`src/verilog/rfw_defs.vh`:
```
/*
 Constants for the reset, supply-fault and wake sequencer: clock rates,
 crystal-based timing counts, register offsets and field positions.
 Assumes inclusion by name from a design file under verilog/.
*/
`ifndef RFW_DEFS_VH
`define RFW_DEFS_VH

// Clock rates
`define MCLK_HZ          50000000
`define XTAL_HZ          32768
`define XTAL_DIV         (`MCLK_HZ / `XTAL_HZ)

// Timing in crystal cycles, with the rates and times they come from
`define RESET_XTAL       4100
`define RESET_NOSUP_XTAL 2
`define LOCK_MIN_XTAL    2048
`define LOCK_MAX_XTAL    4096
`define DEBOUNCE_HZ      32
`define DEBOUNCE_XTAL    (`XTAL_HZ / `DEBOUNCE_HZ)
`define UNIT_SHORT_MS    2500
`define UNIT_LONG_S      60
`define UNIT_SHORT_XTAL  (`XTAL_HZ * `UNIT_SHORT_MS / 1000)
`define UNIT_LONG_XTAL   (`XTAL_HZ * `UNIT_LONG_S)

// Register offsets
`define REG_CTRL         4'h0
`define REG_STATUS       4'h4
`define REG_FLAGS        4'h8

// Control fields
`define CTRL_SLEEP       0
`define CTRL_DISPLAY     1
`define CTRL_ARM         2
`define CTRL_UNIT        3
`define CTRL_PRD_LO      4
`define CTRL_PRD_HI      6

// Flag fields
`define FLG_BUTTON       0
`define FLG_TIMER        1
`define FLG_PLL_LOSS     2
`define FLG_PLL_GAIN     3

// Reset values
`define CTRL_RESET       8'h00

`endif
```
`src/verilog/reset_fault_wake_sequencer.v`:
```
/*
 Reset, supply-fault and wake sequencer: reset timer, full-power and battery
 modes, display-hold and sleep, push-button and wake-timer wake-up.
 Assumes a 50 MHz mclk, pin inputs asynchronous to it, a synchronous reset,
 and a processor that reaches the registers over a plain strobe port.
*/
// How it works
// - Reset pin high stops everything and returns configuration to defaults.
// - After reset release with supply, processor held 4100 crystal cycles.
// - Without supply the reset timer lasts 2 crystal cycles, then battery-run.
// - Supply fall clears PLL lock and enters battery-run when battery present.
// - On supply return processor stays in reset until PLL lock, 2048-4096 cycles.
// - Supply fail with no battery headroom drops run enable and sleeps.
// - Battery-run to full power on lock keeps configuration and flags interrupt.
// - Hold or sleep to full power on lock resets configuration.
// - Watchdog enabled on entering full power from hold or sleep.
// - Supply return without battery enters full power with configuration reset.
// - Button rise or wake timer expiry wakes into battery-run.
// - Button rise in hold or sleep raises run enable and sets button flag.
// - Button debounced by a 32 Hz sampler rejecting short noise.
// - After an accepted edge, button ignored until software clears its flag.
// - Wake timer expiry raises run enable and sets timer flag.
// - Wake timer starts on hold or sleep entry; unit 1 minute or 2.5 s.
// - Three-bit period sets timer duration from 1 to 7 units.
// - Timer is reset whenever the processor is awake; disarmed on wake into battery-run.
// - Hold entered from battery-run only on software request; sleep also on headroom loss.
// - PLL loss flag on full to battery; gain flag on the reverse.
// - Sleep entered on headroom loss persists even if headroom recovers.
`include "rfw_defs.vh"
`default_nettype none

module reset_fault_wake_sequencer #(
	parameter XTAL_DIV   = `XTAL_DIV,
	parameter RESET_CNT  = `RESET_XTAL,
	parameter NOSUP_CNT  = `RESET_NOSUP_XTAL,
	parameter LOCK_MIN   = `LOCK_MIN_XTAL,
	parameter LOCK_MAX   = `LOCK_MAX_XTAL,
	parameter DEB_CNT    = `DEBOUNCE_XTAL,
	parameter UNIT_SHORT = `UNIT_SHORT_XTAL,
	parameter UNIT_LONG  = `UNIT_LONG_XTAL
) (
	// Clock and reset
	input  wire       mclk,
	input  wire       srst,
	// Pins
	input  wire       reset_pin,
	input  wire       supply_sense_input,
	input  wire       battery_headroom_ok,
	input  wire       push_button_input,
	input  wire       pll_stable,
	// Register port
	input  wire [3:0] addr,
	input  wire [7:0] wdata,
	input  wire       wr_stb,
	input  wire       rd_stb,
	output reg  [7:0] rdata,
	// Sequencer outputs
	output reg        cpu_reset,
	output reg        core_run_enable,
	output reg        watchdog_enable,
	output reg        pll_ok,
	output reg  [3:0] mode,
	output reg        mode_irq
);

	localparam [4:0] ST_RESET = 5'h01;
	localparam [4:0] ST_FULL  = 5'h02;
	localparam [4:0] ST_BATT  = 5'h04;
	localparam [4:0] ST_HOLD  = 5'h08;
	localparam [4:0] ST_SLEEP = 5'h10;

	// Pin synchronisers
	reg  [4:0] sync_a_r;
	reg  [4:0] sync_b_r;
	wire       rst_pin_s  = sync_b_r[0];
	wire       supply_s   = sync_b_r[1];
	wire       battery_headroom_ok_s   = sync_b_r[2];
	wire       button_s   = sync_b_r[3];
	wire       pll_st_s   = sync_b_r[4];

	always @(posedge mclk) begin
		if (srst) begin
			sync_a_r <= 5'h00;
			sync_b_r <= 5'h00;
		end else begin
			sync_a_r <= {pll_stable, push_button_input, battery_headroom_ok,
				supply_sense_input, reset_pin};
			sync_b_r <= sync_a_r;
		end
	end

	// Crystal tick from mclk
	reg  [15:0] div_r;
	reg         tick_r;
	always @(posedge mclk) begin
		if (srst) begin
			div_r  <= 16'h0000;
			tick_r <= 1'b0;
		end else if (div_r == XTAL_DIV[15:0] - 16'h0001) begin
			div_r  <= 16'h0000;
			tick_r <= 1'b1;
		end else begin
			div_r  <= div_r + 16'h0001;
			tick_r <= 1'b0;
		end
	end

	reg  [4:0]  state_r;
	reg  [4:0]  state_nxt;
	reg  [12:0] rst_cnt_r;
	reg  [12:0] lock_cnt_r;
	reg         rst_done_r;
	reg  [7:0]  ctrl_r;
	reg  [3:0]  flags_r;
	reg         armed_r;
	reg         arm_unit_r;
	reg  [2:0]  arm_prd_r;
	reg  [20:0] unit_cnt_r;
	reg  [2:0]  prd_cnt_r;
	reg         timer_run_r;
	reg  [10:0] deb_cnt_r;
	reg  [1:0]  deb_hist_r;
	reg         headroom_lost_r;

	wire asleep     = state_r[3] | state_r[4];
	wire awake      = state_r[1] | state_r[2];
	wire sw_wr      = wr_stb & awake & ~cpu_reset;
	wire ctrl_wr    = sw_wr & (addr == `REG_CTRL);
	wire flags_wr   = sw_wr & (addr == `REG_FLAGS);
	wire sleep_req  = ctrl_wr & wdata[`CTRL_SLEEP];
	wire disp_req   = ctrl_wr & wdata[`CTRL_DISPLAY];
	wire deb_tick   = tick_r & (deb_cnt_r == DEB_CNT[10:0] - 11'h001);
	wire [20:0] unit_len = arm_unit_r ? UNIT_LONG[20:0] : UNIT_SHORT[20:0];
	// Accepted rise: low sample then two high samples at 32 Hz
	wire btn_edge   = deb_tick & button_s & (deb_hist_r == 2'b01)
		& ~flags_r[`FLG_BUTTON];
	wire tmr_expire = timer_run_r & tick_r & (unit_cnt_r == unit_len - 21'h000001)
		& (prd_cnt_r == arm_prd_r - 3'h1);
	wire btn_wake   = btn_edge & asleep & ~headroom_lost_r;
	wire tmr_wake   = tmr_expire & ~headroom_lost_r;
	wire lock_now   = supply_s & tick_r & ((lock_cnt_r >= LOCK_MIN[12:0] - 13'h0001
		& pll_st_s) | lock_cnt_r == LOCK_MAX[12:0] - 13'h0001);
	wire cfg_clear  = rst_pin_s | (asleep & state_nxt[1]);

	// Mode sequencing
	always @* begin
		state_nxt = state_r;
		case (state_r)
			ST_RESET: begin
				if (!rst_pin_s && rst_done_r) begin
					if (!supply_s)
						state_nxt = ST_BATT;
					else if (pll_ok)
						state_nxt = ST_FULL;
				end
			end
			ST_FULL: begin
				if (!supply_s)
					state_nxt = battery_headroom_ok_s ? ST_BATT : ST_SLEEP;
			end
			ST_BATT: begin
				if (supply_s && pll_ok)
					state_nxt = ST_FULL;
				else if (!supply_s && !battery_headroom_ok_s)
					state_nxt = ST_SLEEP;
				else if (sleep_req)
					state_nxt = ST_SLEEP;
				else if (disp_req)
					state_nxt = ST_HOLD;
			end
			ST_HOLD, ST_SLEEP: begin
				if (supply_s && pll_ok)
					state_nxt = ST_FULL;
				else if (btn_wake || tmr_wake)
					state_nxt = ST_BATT;
				else if (state_r[3] && !battery_headroom_ok_s)
					state_nxt = ST_SLEEP;
			end
			default: state_nxt = ST_RESET;
		endcase
		if (rst_pin_s)
			state_nxt = ST_RESET;
	end

	always @(posedge mclk) begin
		if (srst)
			state_r <= ST_RESET;
		else
			state_r <= state_nxt;
	end

	// Reset timer and PLL lock tracking
	always @(posedge mclk) begin
		if (srst || rst_pin_s) begin
			rst_cnt_r  <= 13'h0000;
			rst_done_r <= 1'b0;
		end else if (state_r[0] && tick_r && !rst_done_r) begin
			if (rst_cnt_r >= (supply_s ? RESET_CNT[12:0] : NOSUP_CNT[12:0]) - 13'h0001)
				rst_done_r <= 1'b1;
			else
				rst_cnt_r <= rst_cnt_r + 13'h0001;
		end
	end

	always @(posedge mclk) begin
		if (srst) begin
			lock_cnt_r <= 13'h0000;
			pll_ok     <= 1'b0;
		end else if (!supply_s) begin
			lock_cnt_r <= 13'h0000;
			pll_ok     <= 1'b0;
		end else if (!pll_ok && tick_r) begin
			lock_cnt_r <= lock_cnt_r + 13'h0001;
			if (lock_now)
				pll_ok <= 1'b1;
		end
	end

	// Headroom loss latch
	always @(posedge mclk) begin
		if (srst || rst_pin_s || state_nxt[1])
			headroom_lost_r <= 1'b0;
		else if (!supply_s && !battery_headroom_ok_s && (state_r[1] || state_r[2] || state_r[3]))
			headroom_lost_r <= 1'b1;
	end

	// Push-button debounce at 32 Hz
	always @(posedge mclk) begin
		if (srst) begin
			deb_cnt_r  <= 11'h000;
			deb_hist_r <= 2'b11;
		end else if (tick_r) begin
			if (deb_tick) begin
				deb_cnt_r  <= 11'h000;
				deb_hist_r <= {deb_hist_r[0], button_s};
			end else begin
				deb_cnt_r <= deb_cnt_r + 11'h001;
			end
		end
	end

	// Control register and wake timer arming
	always @(posedge mclk) begin
		if (srst || cfg_clear) begin
			ctrl_r <= `CTRL_RESET;
		end else if (ctrl_wr) begin
			ctrl_r <= {1'b0, wdata[`CTRL_PRD_HI:`CTRL_PRD_LO], wdata[`CTRL_UNIT],
				wdata[`CTRL_ARM], 2'b00};
		end
	end

	always @(posedge mclk) begin
		if (srst || rst_pin_s) begin
			armed_r    <= 1'b0;
			arm_unit_r <= 1'b0;
			arm_prd_r  <= 3'h0;
		end else if (asleep && state_nxt[2]) begin
			armed_r <= 1'b0;
		end else if (ctrl_wr && wdata[`CTRL_ARM]) begin
			armed_r    <= 1'b1;
			arm_unit_r <= wdata[`CTRL_UNIT];
			arm_prd_r  <= wdata[`CTRL_PRD_HI:`CTRL_PRD_LO];
		end
	end

	// Wake timer
	always @(posedge mclk) begin
		if (srst || !asleep) begin
			timer_run_r <= 1'b0;
			unit_cnt_r  <= 21'h000000;
			prd_cnt_r   <= 3'h0;
		end else if (!timer_run_r) begin
			timer_run_r <= armed_r && arm_prd_r != 3'h0 && unit_cnt_r == 21'h000000
				&& prd_cnt_r == 3'h0;
		end else if (tmr_expire) begin
			timer_run_r <= 1'b0;
		end else if (tick_r) begin
			if (unit_cnt_r == unit_len - 21'h000001) begin
				unit_cnt_r <= 21'h000000;
				prd_cnt_r  <= prd_cnt_r + 3'h1;
			end else begin
				unit_cnt_r <= unit_cnt_r + 21'h000001;
			end
		end
	end

	// Event flags: set wins over clear
	always @(posedge mclk) begin
		if (srst || rst_pin_s) begin
			flags_r <= 4'h0;
		end else begin
			flags_r <= (flags_wr ? flags_r & ~wdata[3:0] : flags_r)
				| {state_r[2] & state_nxt[1],
				state_r[1] & ~state_nxt[1] & supply_s == 1'b0,
				tmr_wake & asleep,
				btn_edge};
		end
	end

	// Outputs
	always @(posedge mclk) begin
		if (srst) begin
			cpu_reset       <= 1'b1;
			core_run_enable <= 1'b0;
			watchdog_enable <= 1'b0;
			mode            <= 4'h0;
			mode_irq        <= 1'b0;
		end else begin
			cpu_reset       <= ~(state_nxt[1] | (state_nxt[2]
				& ~(supply_s & ~pll_ok)));
			core_run_enable <= state_nxt[1] | state_nxt[2];
			if (rst_pin_s || !state_nxt[1])
				watchdog_enable <= 1'b0;
			else if (asleep && state_nxt[1])
				watchdog_enable <= 1'b1;
			mode     <= state_nxt[4:1];
			mode_irq <= |flags_r;
		end
	end

	// Register reads, data in the following cycle
	always @(posedge mclk) begin
		if (srst || !rd_stb) begin
			rdata <= 8'h00;
		end else begin
			case (addr)
				`REG_CTRL:   rdata <= ctrl_r;
				`REG_STATUS: rdata <= {armed_r, headroom_lost_r, pll_ok, 1'b0,
					state_r[4:1]};
				`REG_FLAGS:  rdata <= {4'h0, flags_r};
				default:     rdata <= 8'h00;
			endcase
		end
	end

endmodule

`default_nettype wire

```
`config.mk`:
```
export PLATFORM = sky130hd
export DESIGN_NAME = reset_fault_wake_sequencer
export DESIGN_NICKNAME = d
export VERILOG_FILES = /design/src/verilog/reset_fault_wake_sequencer.v
export VERILOG_INCLUDE_DIRS = /design/src /design/src/verilog
export SDC_FILE = /design/constraint.sdc
export NUM_CORES = 1
export LEC_CHECK = 0
export BUFFER_PORTS_ARGS = -buffer_cell sky130_fd_sc_hd__buf_2
export CORE_MARGIN = 4
export CORE_UTILIZATION = 65
export DETAILED_ROUTE_END_ITERATION = 10
export PLACE_DENSITY = 0.9
export SYNTH_ARGS = -nofsm -noshare
export SYNTH_HDL_FRONTEND = slang
export SYNTH_SLANG_ARGS = --single-unit
```
`constraint.sdc`:
```
create_clock -name mclk -period 4.6 [get_ports mclk]
set_clock_uncertainty 0.15 [all_clocks]
set_input_delay 1.38 -clock mclk [delete_from_list [all_inputs] [get_ports mclk]]
set_output_delay 1.38 -clock mclk [all_outputs]
set_load 0.02 [all_outputs]
```
==> results of run 1 <==
==> routing by layer <==
layer,wire (um),track usage
met4,307,0.1235
met3,945,0.06698
met5,0,0
met2,6791,0.4568
met1,5589,0.3241
==> cell type report <==
| cell class | count | area [um2] | share of cell area |
|---|---|---|---|
| clock buffers | 19 | 431.7 | 0.06506 |
| clock inverters | 13 | 190.2 | 0.02866 |
| inverters | 17 | 63.81 | 0.009617 |
| multi-input cells | 499 | 3124 | 0.4709 |
| flip-flops and latches | 125 | 2502 | 0.3771 |
| well taps | 108 | 135.1 | 0.02037 |
| repair buffers | 37 | 187.7 | 0.02829 |
==> critical path: stages <==
cell	delay (ns)
buf_2	0.16
or4b_1	0.57
or4_1	0.65
o21bai_4	0.24
nand4_2	0.13
or3_1	0.37
o31a_1	0.11
==> cell families after synthesis <==
group | count (synthesis) | share of synthesized area
xor gates and xnor gates | 56 | 0.08380
buffers and inverters | 50 | 0.03869
DFF | 125 | 0.4275
adders and majority gates | 13 | 0.02779
muxes | 10 | 0.01710
AOI/OAI and AO/OA | 102 | 0.1193
and+or+nand+nor | 318 | 0.2858
==> power by group through the flow <==
stage | clock network, uW | registers, uW | logic [uW]
6_report | 1400 | 1090 | 44.9
5_1_grt | 1460 | 1090 | 49.2
3_5_place_dp | 0 | 1120 | 43.7
4_1_cts | 1400 | 1090 | 44.3
2_1_floorplan | 0 | 1120 | 28.7
3_3_place_gp | 0 | 1120 | 42.6
==> sequential cells by signal (all words and copies together) (netlist names), 2 cells and up <==
signal and flops:
lock_cnt_r 13, deb_hist_r 2, flags_r 4, div_r 16, arm_prd_r 3, rdata 8, sync_a_r 5, sync_b_r 5
ctrl_r 5, mode 4, unit_cnt_r 21, deb_cnt_r 11, rst_cnt_r 13, prd_cnt_r 3
==> cells in the final DEF (no fill, tap or decap), types with 3 or more instances in the layout <==
cell	Yosys	routed
nand2b_1	5	5
and3_1	15	15
nand4_1	15	15
and2_1	3	3
or4_1	14	14
clkbuf_16	0	16
o21ai_0	13	13
nor4_1	10	10
inv_1	17	17
o211ai_1	5	5
ha_1	13	13
or2_2	6	6
bufinv_16	0	4
a22oi_1	3	3
or3_1	10	10
a21oi_1	42	42
o31ai_1	5	5
xor2_1	41	41
buf_2	1	36
o21a_1	3	3
nand3_1	36	36
mux2i_1	10	10
nor2_1	87	87
a211o_1	4	4
nor2b_1	18	18
nor3_1	15	15
and4_1	7	7
dfxtp_1	125	125
clkinv_4	0	5
nand4b_1	4	4
xnor2_1	15	15
nand2_1	55	55
==> path summary, 6_finish.rpt <==
| check | from | to | depth (start not counted) |
|---|---|---|---|
| setup / recovery | addr[2] | state_r[0] | 7 |
| hold / removal | sync_a_r[3] | sync_b_r[3] | 1 |
| setup reg to reg | unit_cnt_r[0] | unit_cnt_r[4] | 7 |
| hold reg to reg | sync_a_r[3] | sync_b_r[3] | 1 |
==> through the flow <==
stage          utilization  hold WS [ns]
3_5_place_dp        0.6895        0.2849
4_1_cts             0.7608        0.2965
2_1_floorplan            -        0.2638
6_report            0.7608        0.2939
3_3_place_gp        0.6895        0.2802
5_1_grt             0.7608        0.3123
==> results.md, run 1 <==
- Status: finished, final reports clean
- Total Wirelength: 13,630 um
- Hold Buf Count CTS: 0
- Placed Area: around 0.006 mm2
- Register area share after synthesis: 0.4275
- RSZ-0062 raised after global routing: no
- Fmax: 0.2990 GHz
- CTS buffer count: 17
- Yosys top cell area share: 0.4275
- Initial antenna violation count: 0
- Post-synthesis area per instance: 8.684 um2
- # Post-CTS Setup Buffers: 0
- Max-Cap Viols: 0
- CP startpoint kind: input port
- Pre-CTS setup slack: 0.7761 ns
- Clk root buf: clkbuf_8
- Synthesis-stage register bit count: 125
- Post-route insts no fill: 818
- Number of global-route vias before repair: 4,839
- Power Total: 2538 uW
- Area leader, netlist: dfxtp_1
- CTS Buffer Depth: 2
- Final Setup Violations: 0
- Nets: between 700 and 800
- Post-synth EDFFs: 0
- Synth area leaders: dfxtp_1 (43%), xor2_1 (6.1%), nor2_1 (5.6%), a21oi_1 (3.6%), nand2_1 (3.5%)
- Worst Slack Setup Final: roughly 1.3 ns
- P_sw: 534.7 uW
- CTS resizes: 0
- Pleak: around 0.0025 uW
- Area Growth Syn to Fin: 13.36%
- Initial Util: 0.6712
- WL/cell: around 17 um
- Max Slew Vio Count: 0
- Dpl hpwl: about 9000 um
- Min-Delay Path Class: reg2reg
- H-tree lvl count: 4
- Min Tclk post-route: 3.345 ns
- DR DRC count: 0
- Period utilization: 0.7271
- Die area: 0.01059 mm2
- Die Wd: roughly 100 um
- Int Pwr: 2003 uW
- Setup TNS: 0 ns
- CTS tree: built
- DRT Pass-1 Iters: 7
- Post-synth top cells: dfxtp_1 (125), nor2_1 (87), nand2_1 (55)
- Antenna fix cells: 0
- DR vias: 5,058
- CTS sink count: 125
- Port Buffers: 36
- Global-route wire length before repair: 22,510 um
- Crit path arrival time: roughly 3.6 ns
- Layout cell share with drive strength beyond 1: 0.1225
- Distinct cells, synth: 68
- Vias per inst: 6.183
- Critical path class: in2reg
- Crit Path Max Fanout: 9
- Clock latency at the later pin of the worst-skew pair: around 0.53 ns
- Combinational Power Share: 0.018
- Antenna-violating nets left: 0
- Pin count of the biggest net entering global routing: 32
- Final instance area: around 0.0066 mm2
- Net Sw Frac: 0.2107
- Async SR Flop Fraction: 0
- Primary FF master, synth: dfxtp_1
- Most common cell in the netlist: dfxtp_1
- Setup slack, reg-to-reg: between 1.5 and 2 ns
- GPL Wtd Cong: 0.9503
- Fin. Hold Viols: 0
- Chip height: 102.9 um
- Placed Cells incl. Taps: roughly 790
- Clock Power Share: 0.551
- Clock-pin slew on the worst setup and hold paths: around 0.060 ns
- Ys Warns: 0
- Total track usage: 0.2703
- FILL cells: 587
- Worst VDD drop: 0.2870 mV
- Req. time, crit path: 4.87 ns
- DRT iter0 DRCs: 331
- Row cnt: 34
- Tightest Pin Transition: 0.8372 ns
- Sequential share of power: 0.431
- Post-Syn Area: 0.005853 mm2
- Crit. End Element: register
- Synthesized net count: 708
- Synth Instances: 674
- Power Density: ~380 mW/mm2
- I/O pins: 38
- Core area: 0.008721 mm2
- Relative slew slack: 0.4372
- Grt ovf: 0
Power figures use the tool's default switching activity.
==> run 2, diff against run 1 <==
- CORE_UTILIZATION: 65 -> 55
- PLACE_DENSITY: 0.9 -> 0.81
- clock period: 4.6 -> 3.02 ns (I/O delays scaled with it)
==> results.md, run 2 (synthesis gave the netlist of run 1 again) <==
- Max reg flops: 21 (unchanged)
- Initial Util: 0.5670 (-0.1042)
- CTS Buffer Depth: 2 (unchanged)
- # Post-CTS Setup Buffers: 0 (unchanged)
- Max Slew Vio Count: 0 (unchanged)
- Crit Path Max Fanout: 14 (+5)
- Setup TNS: 0 ns (unchanged)
- Total Wirelength: 13,780 um (+1.1%)
- CTS buffer count: 17 (unchanged)
- Clock-pin slew on the worst setup and hold paths: 0.06 ns (about the same)
- Crit. End Element: register
- H-tree lvl count: 4 (unchanged)
- Worst hold slack: 0.2854 ns (-0.008454 ns)
- WL/cell: 16.03 um (-3.8%)
- Port Buffers: 36 (unchanged)
- DRT Pass-1 Iters: 7 (unchanged)
- Relative slew slack: 0.5815 (+0.1443)
- Power Density: 559.8 mW/mm2 (+46%)
- Final Setup Violations: 0 (unchanged)
- CTS sink count: 125 (unchanged)
- Req. time, crit path: 3.26 ns (-1.61 ns)
- Max-Cap Viols: 0 (unchanged)
- Multi-input gate area: 0.003124 mm2 (unchanged)
- Register area: 0.002502 mm2 (unchanged)
- Worst Hold Depth: 1 (unchanged)
- GPL Wtd Cong: 0.9139 (-3.8%)
- Initial antenna violation count: 1 (+1)
- Core area: 0.01032 mm2 (+18%)
- RSZ-0062 raised after global routing: no
- Row cnt: 37 (+8.8%)
- Worst VDD drop: 0.4421 mV (+54%)
- Min Tclk post-route: 2.764 ns
- Reg2reg path depth: 7 (unchanged)
- Clk root buf: clkbuf_8
- Critical path class: reg2reg
- Fmax: 0.3617 GHz
- Period utilization: 0.9154
- Grt ovf: 0 (unchanged)
- Power Total: 3781 uW (+49%)
- Die area: 0.01236 mm2 (+17%)
- FILL cells: 809 (+38%)
- DRT iter0 DRCs: 406 (+23%)
- CTS resizes: 0 (unchanged)
- Clock latency at the later pin of the worst-skew pair: 0.51 ns (-0.02 ns)
- Most frequent cells in the layout: dfxtp_1 (125), nor2_1 (87), nand2_1 (55), a21oi_1 (42), xor2_1 (41)
- Tightest Pin Transition: 0.6220 ns (-0.2152 ns)
- Hold Buf Count CTS: 0 (unchanged)
- I/O pins: 38 (unchanged)
- Pin count of the biggest net entering global routing: 29 (-9.4%)
- Antenna-violating nets left: 0 (unchanged)
- Global-route wire length before repair: 23,450 um (+4.2%)
- Status: finished, final reports clean
- Total track usage: 0.2271 (-0.04329)
- CTS tree: built
- Number of global-route vias before repair: 4,993 (+3.2%)
- CP startpoint kind: register
- DR DRC count: 0 (unchanged)
- Dpl hpwl: 9473 um (+4.8%)
- Min-Delay Path Class: reg2reg
- Biggest regs: unit_cnt_r (21), div_r (16)
- Nets: 745 (+1.9%)
- Area Growth Syn to Fin: 15.39%
- Pleak: 0.002540 uW (+2.5%)
- Top reg by flops: unit_cnt_r
- Layout cell share with drive strength beyond 1: 0.1383 (+0.01578)
- Chip height: 111.2 um (+8.0%)
- Fin. Hold Viols: 0 (unchanged)
- DR vias: 5,066 (+0.16%)
- Die Wd: 111.2 um (+8.0%)
- Crit path arrival time: 3.01 ns (-0.60 ns)
- Vias per inst: 5.891 (-4.7%)
- Commonest non-fill, non-tap cell in the layout: dfxtp_1
run 2: cell count changes in the layout (fill, tap and decap cells not counted):
cell / delta
buf_4: +14
clkinv_4: -2
bufinv_16: -1
inv_6: -1
clkbuf_8: +2
clkinv_2: +1
diode_2: +1
run 2: area by class of cell:
| cell class | instances | area share |
|---|---|---|
| diodes | 1 | 0.0003705 |
| clock buffers | 21 | 0.06799 |
| clock inverters | 10 | 0.02056 |
| inverters | 17 | 0.009448 |
| multi-input cells | 499 | 0.4626 |
| flip-flops and latches | 125 | 0.3705 |
| well taps | 136 | 0.02519 |
| repair buffers | 51 | 0.04335 |
run 2: where the power goes:
group | internal [uW] | switching, uW
combinational | 27.6 | 44.4
clock | 1320 | 725
sequential | 1660 | 7.89
total | 3000 | 777
run 2: final timing paths:
| path | from | endpoint | slack [ns] |
|---|---|---|---|
| worst max-delay path | unit_cnt_r[0] | unit_cnt_r[16] | 0.26 |
| worst min-delay path | sync_a_r[1] | sync_b_r[1] | 0.29 |
| worst max register to register | unit_cnt_r[0] | unit_cnt_r[16] | 0.26 |
| worst min register to register | sync_a_r[1] | sync_b_r[1] | 0.29 |
run 2: layer usage:
layer / routed length, um / GRT usage
met5: 0 / 0
met4: 209 / 0.09246
met3: 755 / 0.05404
met2: 6909 / 0.3780
met1: 5910 / 0.2825
run 2: worst max-delay path, cell delays in order (launching register included):
cell and delay (ns):
dfxtp_1 0.38, ha_1 0.21, nand3_1 0.19, or4_1 0.61, a211o_1 0.35, o21ai_2 0.48, or4_1 0.20, a21oi_1 0.07
run 2: metrics by stage:
stage | cells | instance area (um2) | setup WS (ns) | utilization
global placement | 828 | 6153 | -0.05138 | 0.5960
finish | 860 | 6754 | 0.2555 | 0.6542
CTS | 859 | 6751 | 0.2803 | 0.6540
detailed placement | 828 | 6153 | -0.08317 | 0.5960
floorplan | 674 | 5853 | -0.04701 | -
global route | 860 | 6754 | 0.1488 | 0.6542
